$ cat src/pfs_pkg.sv
// package: command codes, field positions and carriers for the detailed status bank
package pfs_pkg;
  // ----------------------------------------
  // command codes
  // ----------------------------------------
  localparam logic [7:0] CMD_VOUT = 8'h7A;
  localparam logic [7:0] CMD_IOUT = 8'h7B;
  localparam logic [7:0] CMD_INPUT = 8'h7C;
  localparam logic [7:0] CMD_TEMP = 8'h7D;
  localparam logic [7:0] CMD_CML = 8'h7E;
  // page value that addresses all rails at once
  localparam logic [7:0] PAGE_ALL = 8'hFF;
  // ----------------------------------------
  // field positions
  // ----------------------------------------
  localparam int VO_OV = 7;
  localparam int VO_UV = 4;
  localparam int VO_MAX = 3;
  localparam int IO_OC = 7;
  localparam int IO_UC = 4;
  localparam int IO_SHARE = 3;
  localparam int IN_OVF = 7;
  localparam int IN_OVW = 6;
  localparam int IN_UVW = 5;
  localparam int IN_UVF = 4;
  localparam int IN_OFF = 3;
  localparam int IN_OCF = 2;
  localparam int IN_OCW = 1;
  localparam int TM_OTF = 7;
  localparam int TM_OTW = 6;
  localparam int TM_UTF = 4;
  localparam int CM_CMD = 7;
  localparam int CM_DATA = 6;
  localparam int CM_PEC = 5;
  localparam int CM_MEM = 4;
  localparam int CM_PROC = 3;
  localparam int CM_OCOMM = 1;
  localparam int CM_OML = 0;
  // supported-bit masks; all other positions read zero
  localparam logic [7:0] MASK_VOUT = 8'h98;
  localparam logic [7:0] MASK_IOUT = 8'h98;
  localparam logic [7:0] MASK_INPUT = 8'hFE;
  localparam logic [7:0] MASK_TEMP = 8'hD0;
  localparam logic [7:0] MASK_CML = 8'hFB;
  localparam logic [7:0] RESET_STATUS = 8'h00;
  localparam logic [7:0] READ_NONE = 8'h00;
  // ----------------------------------------
  // carriers
  // ----------------------------------------
  typedef struct packed {
    logic out_ov_fault;
    logic out_uv_fault;
    logic out_max_warn;
    logic out_oc_fault;
    logic out_uc_fault;
    logic share_fault;
    logic in_ov_fault;
    logic in_ov_warn;
    logic in_uv_warn;
    logic in_uv_fault;
    logic in_low_off;
    logic aux_low_off;
    logic in_oc_fault;
    logic in_oc_warn;
    logic ot_fault;
    logic ot_warn;
    logic ut_fault;
  } pfs_rail_ev_t;
  typedef struct packed {
    logic bad_command_flag;
    logic bad_payload_flag;
    logic packet_check_fail_flag;
    logic memory_fault_flag;
    logic processor_fault_flag;
    logic other_comm_fault_flag;
    logic other_memlogic_fault_flag;
  } pfs_cml_ev_t;
  typedef struct packed {
    logic [7:0] vout;
    logic [7:0] iout;
    logic [7:0] input_s;
    logic [7:0] temp;
  } pfs_rail_regs_t;
endpackage

$ cat src/pfs_rail_bank.sv
// one rail's paged status bytes: sticky bits set by events, cleared by a clear strobe
`timescale 1ns/1ps
module pfs_rail_bank (
  input wire logic ref_clk,
  input wire logic reset,
  input wire pfs_pkg::pfs_rail_ev_t ev,
  input wire logic clear,
  output pfs_pkg::pfs_rail_regs_t regs
);
  pfs_pkg::pfs_rail_regs_t state_q;
  pfs_pkg::pfs_rail_regs_t state_d;
  pfs_pkg::pfs_rail_regs_t set_v;

  always_comb begin
    set_v = '0;
    set_v.vout[pfs_pkg::VO_OV] = ev.out_ov_fault;
    set_v.vout[pfs_pkg::VO_UV] = ev.out_uv_fault;
    set_v.vout[pfs_pkg::VO_MAX] = ev.out_max_warn;
    set_v.iout[pfs_pkg::IO_OC] = ev.out_oc_fault;
    set_v.iout[pfs_pkg::IO_UC] = ev.out_uc_fault;
    set_v.iout[pfs_pkg::IO_SHARE] = ev.share_fault;
    set_v.input_s[pfs_pkg::IN_OVF] = ev.in_ov_fault;
    set_v.input_s[pfs_pkg::IN_OVW] = ev.in_ov_warn;
    set_v.input_s[pfs_pkg::IN_UVW] = ev.in_uv_warn;
    set_v.input_s[pfs_pkg::IN_UVF] = ev.in_uv_fault;
    set_v.input_s[pfs_pkg::IN_OFF] = ev.in_low_off | ev.aux_low_off;
    set_v.input_s[pfs_pkg::IN_OCF] = ev.in_oc_fault;
    set_v.input_s[pfs_pkg::IN_OCW] = ev.in_oc_warn;
    set_v.temp[pfs_pkg::TM_OTF] = ev.ot_fault;
    set_v.temp[pfs_pkg::TM_OTW] = ev.ot_warn;
    set_v.temp[pfs_pkg::TM_UTF] = ev.ut_fault;
    // set wins over a clear in the same cycle
    state_d = clear ? set_v : (state_q | set_v);
    if (reset) begin
      state_d = '0;
    end
  end

  always_ff @(posedge ref_clk) begin
    state_q <= state_d;
  end

  assign regs = state_q;
endmodule

$ cat src/pfs_status_bank.sv
// detailed fault status bank: paged rail bytes, global comm/logic byte, read port
`timescale 1ns/1ps
module pfs_status_bank #(
  parameter int RAILS = 2
) (
  input wire logic ref_clk,
  input wire logic reset,
  input wire pfs_pkg::pfs_rail_ev_t [RAILS-1:0] rail_ev,
  input wire pfs_pkg::pfs_cml_ev_t cml_ev,
  input wire logic [7:0] page,
  input wire logic rd_req,
  input wire logic [7:0] rd_cmd,
  input wire logic wr_req,
  input wire logic [7:0] wr_cmd,
  input wire logic [7:0] wr_data,
  input wire logic clear_req,
  output logic rd_valid,
  output logic rd_hit,
  output logic [7:0] rd_data
);
  // ----------------------------------------
  // elaboration checks
  // ----------------------------------------
  if (RAILS < 1 || RAILS > 254) begin : g_bad_rails
    $error("RAILS must lie in 1..254");
  end

  typedef struct packed {
    logic [7:0] cml;
    logic valid;
    logic hit;
    logic [7:0] data;
  } pfs_state_t;

  pfs_state_t s_q;
  pfs_state_t s_d;
  pfs_pkg::pfs_rail_regs_t [RAILS-1:0] rail_regs;
  pfs_pkg::pfs_rail_regs_t sel_regs;
  logic [RAILS-1:0] rail_clear;
  logic [7:0] cml_set;
  logic all_pages;
  logic page_ok;

  // ----------------------------------------
  // per-rail sticky banks
  // ----------------------------------------
  for (genvar r = 0; r < RAILS; r++) begin : g_rail
    // clear applies to the selected rail, or to every rail when all are addressed
    assign rail_clear[r] = clear_req & (all_pages | (page == 8'(r)));
    pfs_rail_bank u_bank (
      .ref_clk(ref_clk),
      .reset(reset),
      .ev(rail_ev[r]),
      .clear(rail_clear[r]),
      .regs(rail_regs[r])
    );
  end

  // ----------------------------------------
  // page selection
  // ----------------------------------------
  assign all_pages = (page == pfs_pkg::PAGE_ALL);
  assign page_ok = all_pages | (page < 8'(RAILS));

  always_comb begin
    sel_regs = '0;
    for (int r = 0; r < RAILS; r++) begin
      if (all_pages) begin
        sel_regs = sel_regs | rail_regs[r];
      end else if (page == 8'(r)) begin
        sel_regs = rail_regs[r];
      end
    end
  end

  // ----------------------------------------
  // global comm/logic byte
  // ----------------------------------------
  always_comb begin
    cml_set = '0;
    cml_set[pfs_pkg::CM_CMD] = cml_ev.bad_command_flag;
    cml_set[pfs_pkg::CM_DATA] = cml_ev.bad_payload_flag;
    cml_set[pfs_pkg::CM_PEC] = cml_ev.packet_check_fail_flag;
    cml_set[pfs_pkg::CM_MEM] = cml_ev.memory_fault_flag;
    cml_set[pfs_pkg::CM_PROC] = cml_ev.processor_fault_flag;
    cml_set[pfs_pkg::CM_OCOMM] = cml_ev.other_comm_fault_flag;
    cml_set[pfs_pkg::CM_OML] = cml_ev.other_memlogic_fault_flag;
  end

  function automatic logic [7:0] pick(input logic [7:0] v, input logic [7:0] m);
    pick = v & m;
  endfunction

  // ----------------------------------------
  // read port and state update
  // ----------------------------------------
  always_comb begin
    s_d = s_q;
    // writes to these read-only codes are dropped on purpose
    s_d.cml = (clear_req ? 8'h00 : s_q.cml) | cml_set;
    s_d.valid = rd_req;
    s_d.hit = 1'b0;
    s_d.data = pfs_pkg::READ_NONE;
    if (rd_req) begin
      s_d.hit = 1'b1;
      case (rd_cmd)
        pfs_pkg::CMD_VOUT: begin
          s_d.data = pick(sel_regs.vout, pfs_pkg::MASK_VOUT);
        end
        pfs_pkg::CMD_IOUT: begin
          s_d.data = pick(sel_regs.iout, pfs_pkg::MASK_IOUT);
        end
        pfs_pkg::CMD_INPUT: begin
          s_d.data = pick(sel_regs.input_s, pfs_pkg::MASK_INPUT);
        end
        pfs_pkg::CMD_TEMP: begin
          s_d.data = pick(sel_regs.temp, pfs_pkg::MASK_TEMP);
        end
        pfs_pkg::CMD_CML: begin
          s_d.data = pick(s_q.cml, pfs_pkg::MASK_CML);
        end
        default: begin
          s_d.hit = 1'b0;
        end
      endcase
      // a paged code with an out-of-range page answers zero
      if (rd_cmd != pfs_pkg::CMD_CML && !page_ok) begin
        s_d.data = pfs_pkg::READ_NONE;
      end
    end
    if (reset) begin
      s_d = '0;
    end
  end

  always_ff @(posedge ref_clk) begin
    s_q <= s_d;
  end

  assign rd_valid = s_q.valid;
  assign rd_hit = s_q.hit;
  assign rd_data = s_q.data;

  // reference for the all-rails read, built straight from the rail bytes
  logic [7:0] all_iout;
  always_comb begin
    all_iout = 8'h00;
    for (int r = 0; r < RAILS; r++) begin
      all_iout = all_iout | (rail_regs[r].iout & pfs_pkg::MASK_IOUT);
    end
  end
endmodule

$ cat config.mk
export PLATFORM = sky130hd
export DESIGN_NAME = pfs_status_bank
export DESIGN_NICKNAME = d
export VERILOG_FILES = /design/src/pfs_pkg.sv /design/src/pfs_rail_bank.sv /design/src/pfs_status_bank.sv
export SDC_FILE = /design/constraint.sdc
export NUM_CORES = 1
export LEC_CHECK = 0
export BUFFER_PORTS_ARGS = -buffer_cell sky130_fd_sc_hd__buf_4
export CAP_MARGIN = 40
export CORE_MARGIN = 2
export CORE_UTILIZATION = 45
export CTS_BUF_LIST = sky130_fd_sc_hd__clkbuf_16
export DETAILED_ROUTE_END_ITERATION = 6
export PLACE_DENSITY = 0.83
export SYNTH_ARGS = -nofsm -noshare
export SYNTH_HDL_FRONTEND = slang
export SYNTH_SLANG_ARGS = --single-unit
$ cat constraint.sdc
create_clock -name ref_clk -period 4.1 [get_ports ref_clk]
set_clock_uncertainty 0.15 [all_clocks]
set_input_delay 0.82 -clock ref_clk [delete_from_list [all_inputs] [get_ports ref_clk]]
set_output_delay 0.82 -clock ref_clk [all_outputs]
set_load 0.01 [all_outputs]
==> flow_metrics.env <==
export IMPL_start_util_pct=46.72
export IMPL_period_needed_ns=2.557
export IMPL_post_cts_resized=0
export IMPL_cts_tree="done"
export IMPL_synthArstFlopShare_pct=0
export IMPL_synth_area_leaders="dfxtp_1 48%, a21oi_1 7.9%, nor2_1 7.7%, mux2i_1 4.9%, a21oi_2 4.3%"
export IMPL_finalSetupViolations=0
export IMPL_fin_setup_tns_ns=0
export IMPL_antenna_found_initial=0
export IMPL_layout_commonest_cell="buf_4"
export IMPL_p_leak_nw=1.166
export IMPL_die_area_um2=5075
export IMPL_drv_slew=0
export IMPL_detailedRoute_firstIterationViolations=162
export IMPL_finalNetCount=361
export IMPL_place_gp_congestion=0.7841
export IMPL_cts_sinks=49
export IMPL_synth_area_um2=2034
export IMPL_drive_gt1_share_pct=33.45
export IMPL_path_max_fanout=16
export IMPL_cp_required_ns=4.11
export IMPL_numCtsBuffers=5
export IMPL_power_total_mw=1.011
export IMPL_clk_latency_ns=0.28
export IMPL_std_cell_rows=24
export IMPL_syn_area_per_cell_um2=9.248
export IMPL_finalNonFillerCells=336
export IMPL_syn_nets=298
export IMPL_yosysWarnings=0
export IMPL_hold_violations=0
export IMPL_final_cell_mix="72 x buf_4, 49 x dfxtp_1, 42 x nor2_1"
export IMPL_synth_top_area_share_pct=48.22
export IMPL_grtUsageTotal_pct=20.16
export IMPL_holdBufCountCts=0
export IMPL_drc=0
export IMPL_endpoint_kind="flip-flop"
export IMPL_rsz0062_at_grt="false"
export IMPL_worst_slew_pin_slew_ns=0.6733
export IMPL_vdd_drop_max_mv=0.2347
export IMPL_whs_ns=0.3144
export IMPL_grt_remaining_overflow=0
export IMPL_clockRootBuffer="clkbuf_16"
export IMPL_synth_cells=220
export IMPL_ys_seq_area_share_pct=48.22
export IMPL_totalWireLength_mm=4.937
export IMPL_ys_ff_latch=49
export IMPL_hp_class="reg2reg"
export IMPL_outcome="completed"
export IMPL_fin_crit_sh_pct=62.37
export IMPL_cts_setup_buffers=0
export IMPL_crit_arrival_ns=2.57
export IMPL_ioPinCount=88
export IMPL_hpwl_mm=3.662
export IMPL_drtAntennaViolNets=0
export IMPL_h_tree_depth=2
export IMPL_critical_path_class="in2reg"
export IMPL_die_width_um=71.24
export IMPL_antenna_cells=0
export IMPL_dp_cells=328
export IMPL_grt_max_degree=41
export IMPL_syn_to_final_growth_pct=31.55
export IMPL_vias_per_cell=5.402
export IMPL_clk_pin_slew_worst_paths_ns=0.06
export IMPL_synth_enable_flop_cells=0
export IMPL_maxCapViolCount=0
export IMPL_cts_buffer_depth=2
export IMPL_max_freq_ghz=0.3910
export IMPL_nFillCells=392
export IMPL_slew_headroom_pct=54.81
export IMPL_grt_pass1_vias=1707
export IMPL_core_area_um2=4354
export IMPL_numPortBuffers=70
export IMPL_wire_per_inst_um=14.69
export IMPL_drtPass1Iterations=4
export IMPL_die_h_um=71.24
export IMPL_synth_distinct_cells=44
export IMPL_fin_util_pct=61.47
export IMPL_start_kind="primary input"
export IMPL_routed_via_count=1815
export IMPL_power_density_nw_per_um2=377.8
export IMPL_grt_pass1_wl_mm=7.997
export IMPL_synth_largest_area_cell="dfxtp_1"
export IMPL_synth_main_ff_cell="dfxtp_1"
[worst max-delay path, cell delays in order]
cell and delay [ns]:
buf_4 0.11, or4_4 0.56, nor4_4 0.35, o211ai_4 0.30, a211oi_1 0.33, nor2_1 0.07
[kinds of logic after synthesis]
| group | share of synthesized area, % |
|---|---|
| compound gates | 22.88 |
| buf+inv | 5.658 |
| flops | 48.22 |
| mux | 4.920 |
| simple gates | 18.33 |
[report_power, final]
group	internal [mW]	switching, mW	leakage, nW
Combinational	0.0625	0.0484	0.681
Sequential	0.504	0.0160	0.408
Clock	0.219	0.161	0.0776
Total	0.786	0.225	1.17
[final timing paths]
check	startpoint	slack, ns	depth (start not counted)	to
worst min-delay path	s_q[13]$_SDFF_PP0_	0.31	2	rd_data[3]$_SDFF_PP0_
worst max register to register	g_rail[1].u_bank.regs[19]$_SDFF_PP0_	2.82	5	rd_data[3]$_SDFF_PP0_
worst min register to register	s_q[13]$_SDFF_PP0_	0.31	2	rd_data[3]$_SDFF_PP0_
worst max-delay path	page[6]	1.54	6	g_rail[1].u_bank.regs[11]$_SDFF_PP0_
[area by class of cell]
| cell class | count | area, um^2 | area share, % |
|---|---|---|---|
| Sequential cell | 49 | 980.9 | 36.65 |
| Multi-Input combinational cell | 151 | 938.4 | 35.06 |
| Timing Repair Buffer | 72 | 540.5 | 20.20 |
| Clock buffer | 5 | 125.1 | 4.675 |
| Tap cell | 52 | 65.06 | 2.431 |
| Inverter | 4 | 15.01 | 0.5610 |
| Clock inverter | 3 | 11.26 | 0.4208 |
[synth_stat cells (all sizes together) (5+ instances only)]
cell   number
buf        12
mux2i      10
nor2       43
a21oi      42
nand3       5
dfxtp      49
[flip-flops by register name (all words and copies together), names as in the netlist]
register            count
g_rail.u_bank.regs     32
rd_valid                1
rd_data                 8
s_q                     7
rd_hit                  1
[layer usage]
layer | track usage, % | vias to the layer above | wire (um)
met1 | 26.36 | 828 | 2107
met4 | 6.918 | 0 | 74
met5 | 0 | - | 0
met3 | 3.938 | 9 | 339
li1 | - | 901 | -
met2 | 33.44 | 77 | 2416
[metrics by stage]
stage,cell area [um^2],worst slack (ns)
after floorplan,2034,1.688
after global placement,2532,1.319
after detailed placement,2540,1.260
after CTS,2676,1.556
after global routing,2676,1.435
final,2676,1.543
(Power assumes the default switching activity.)
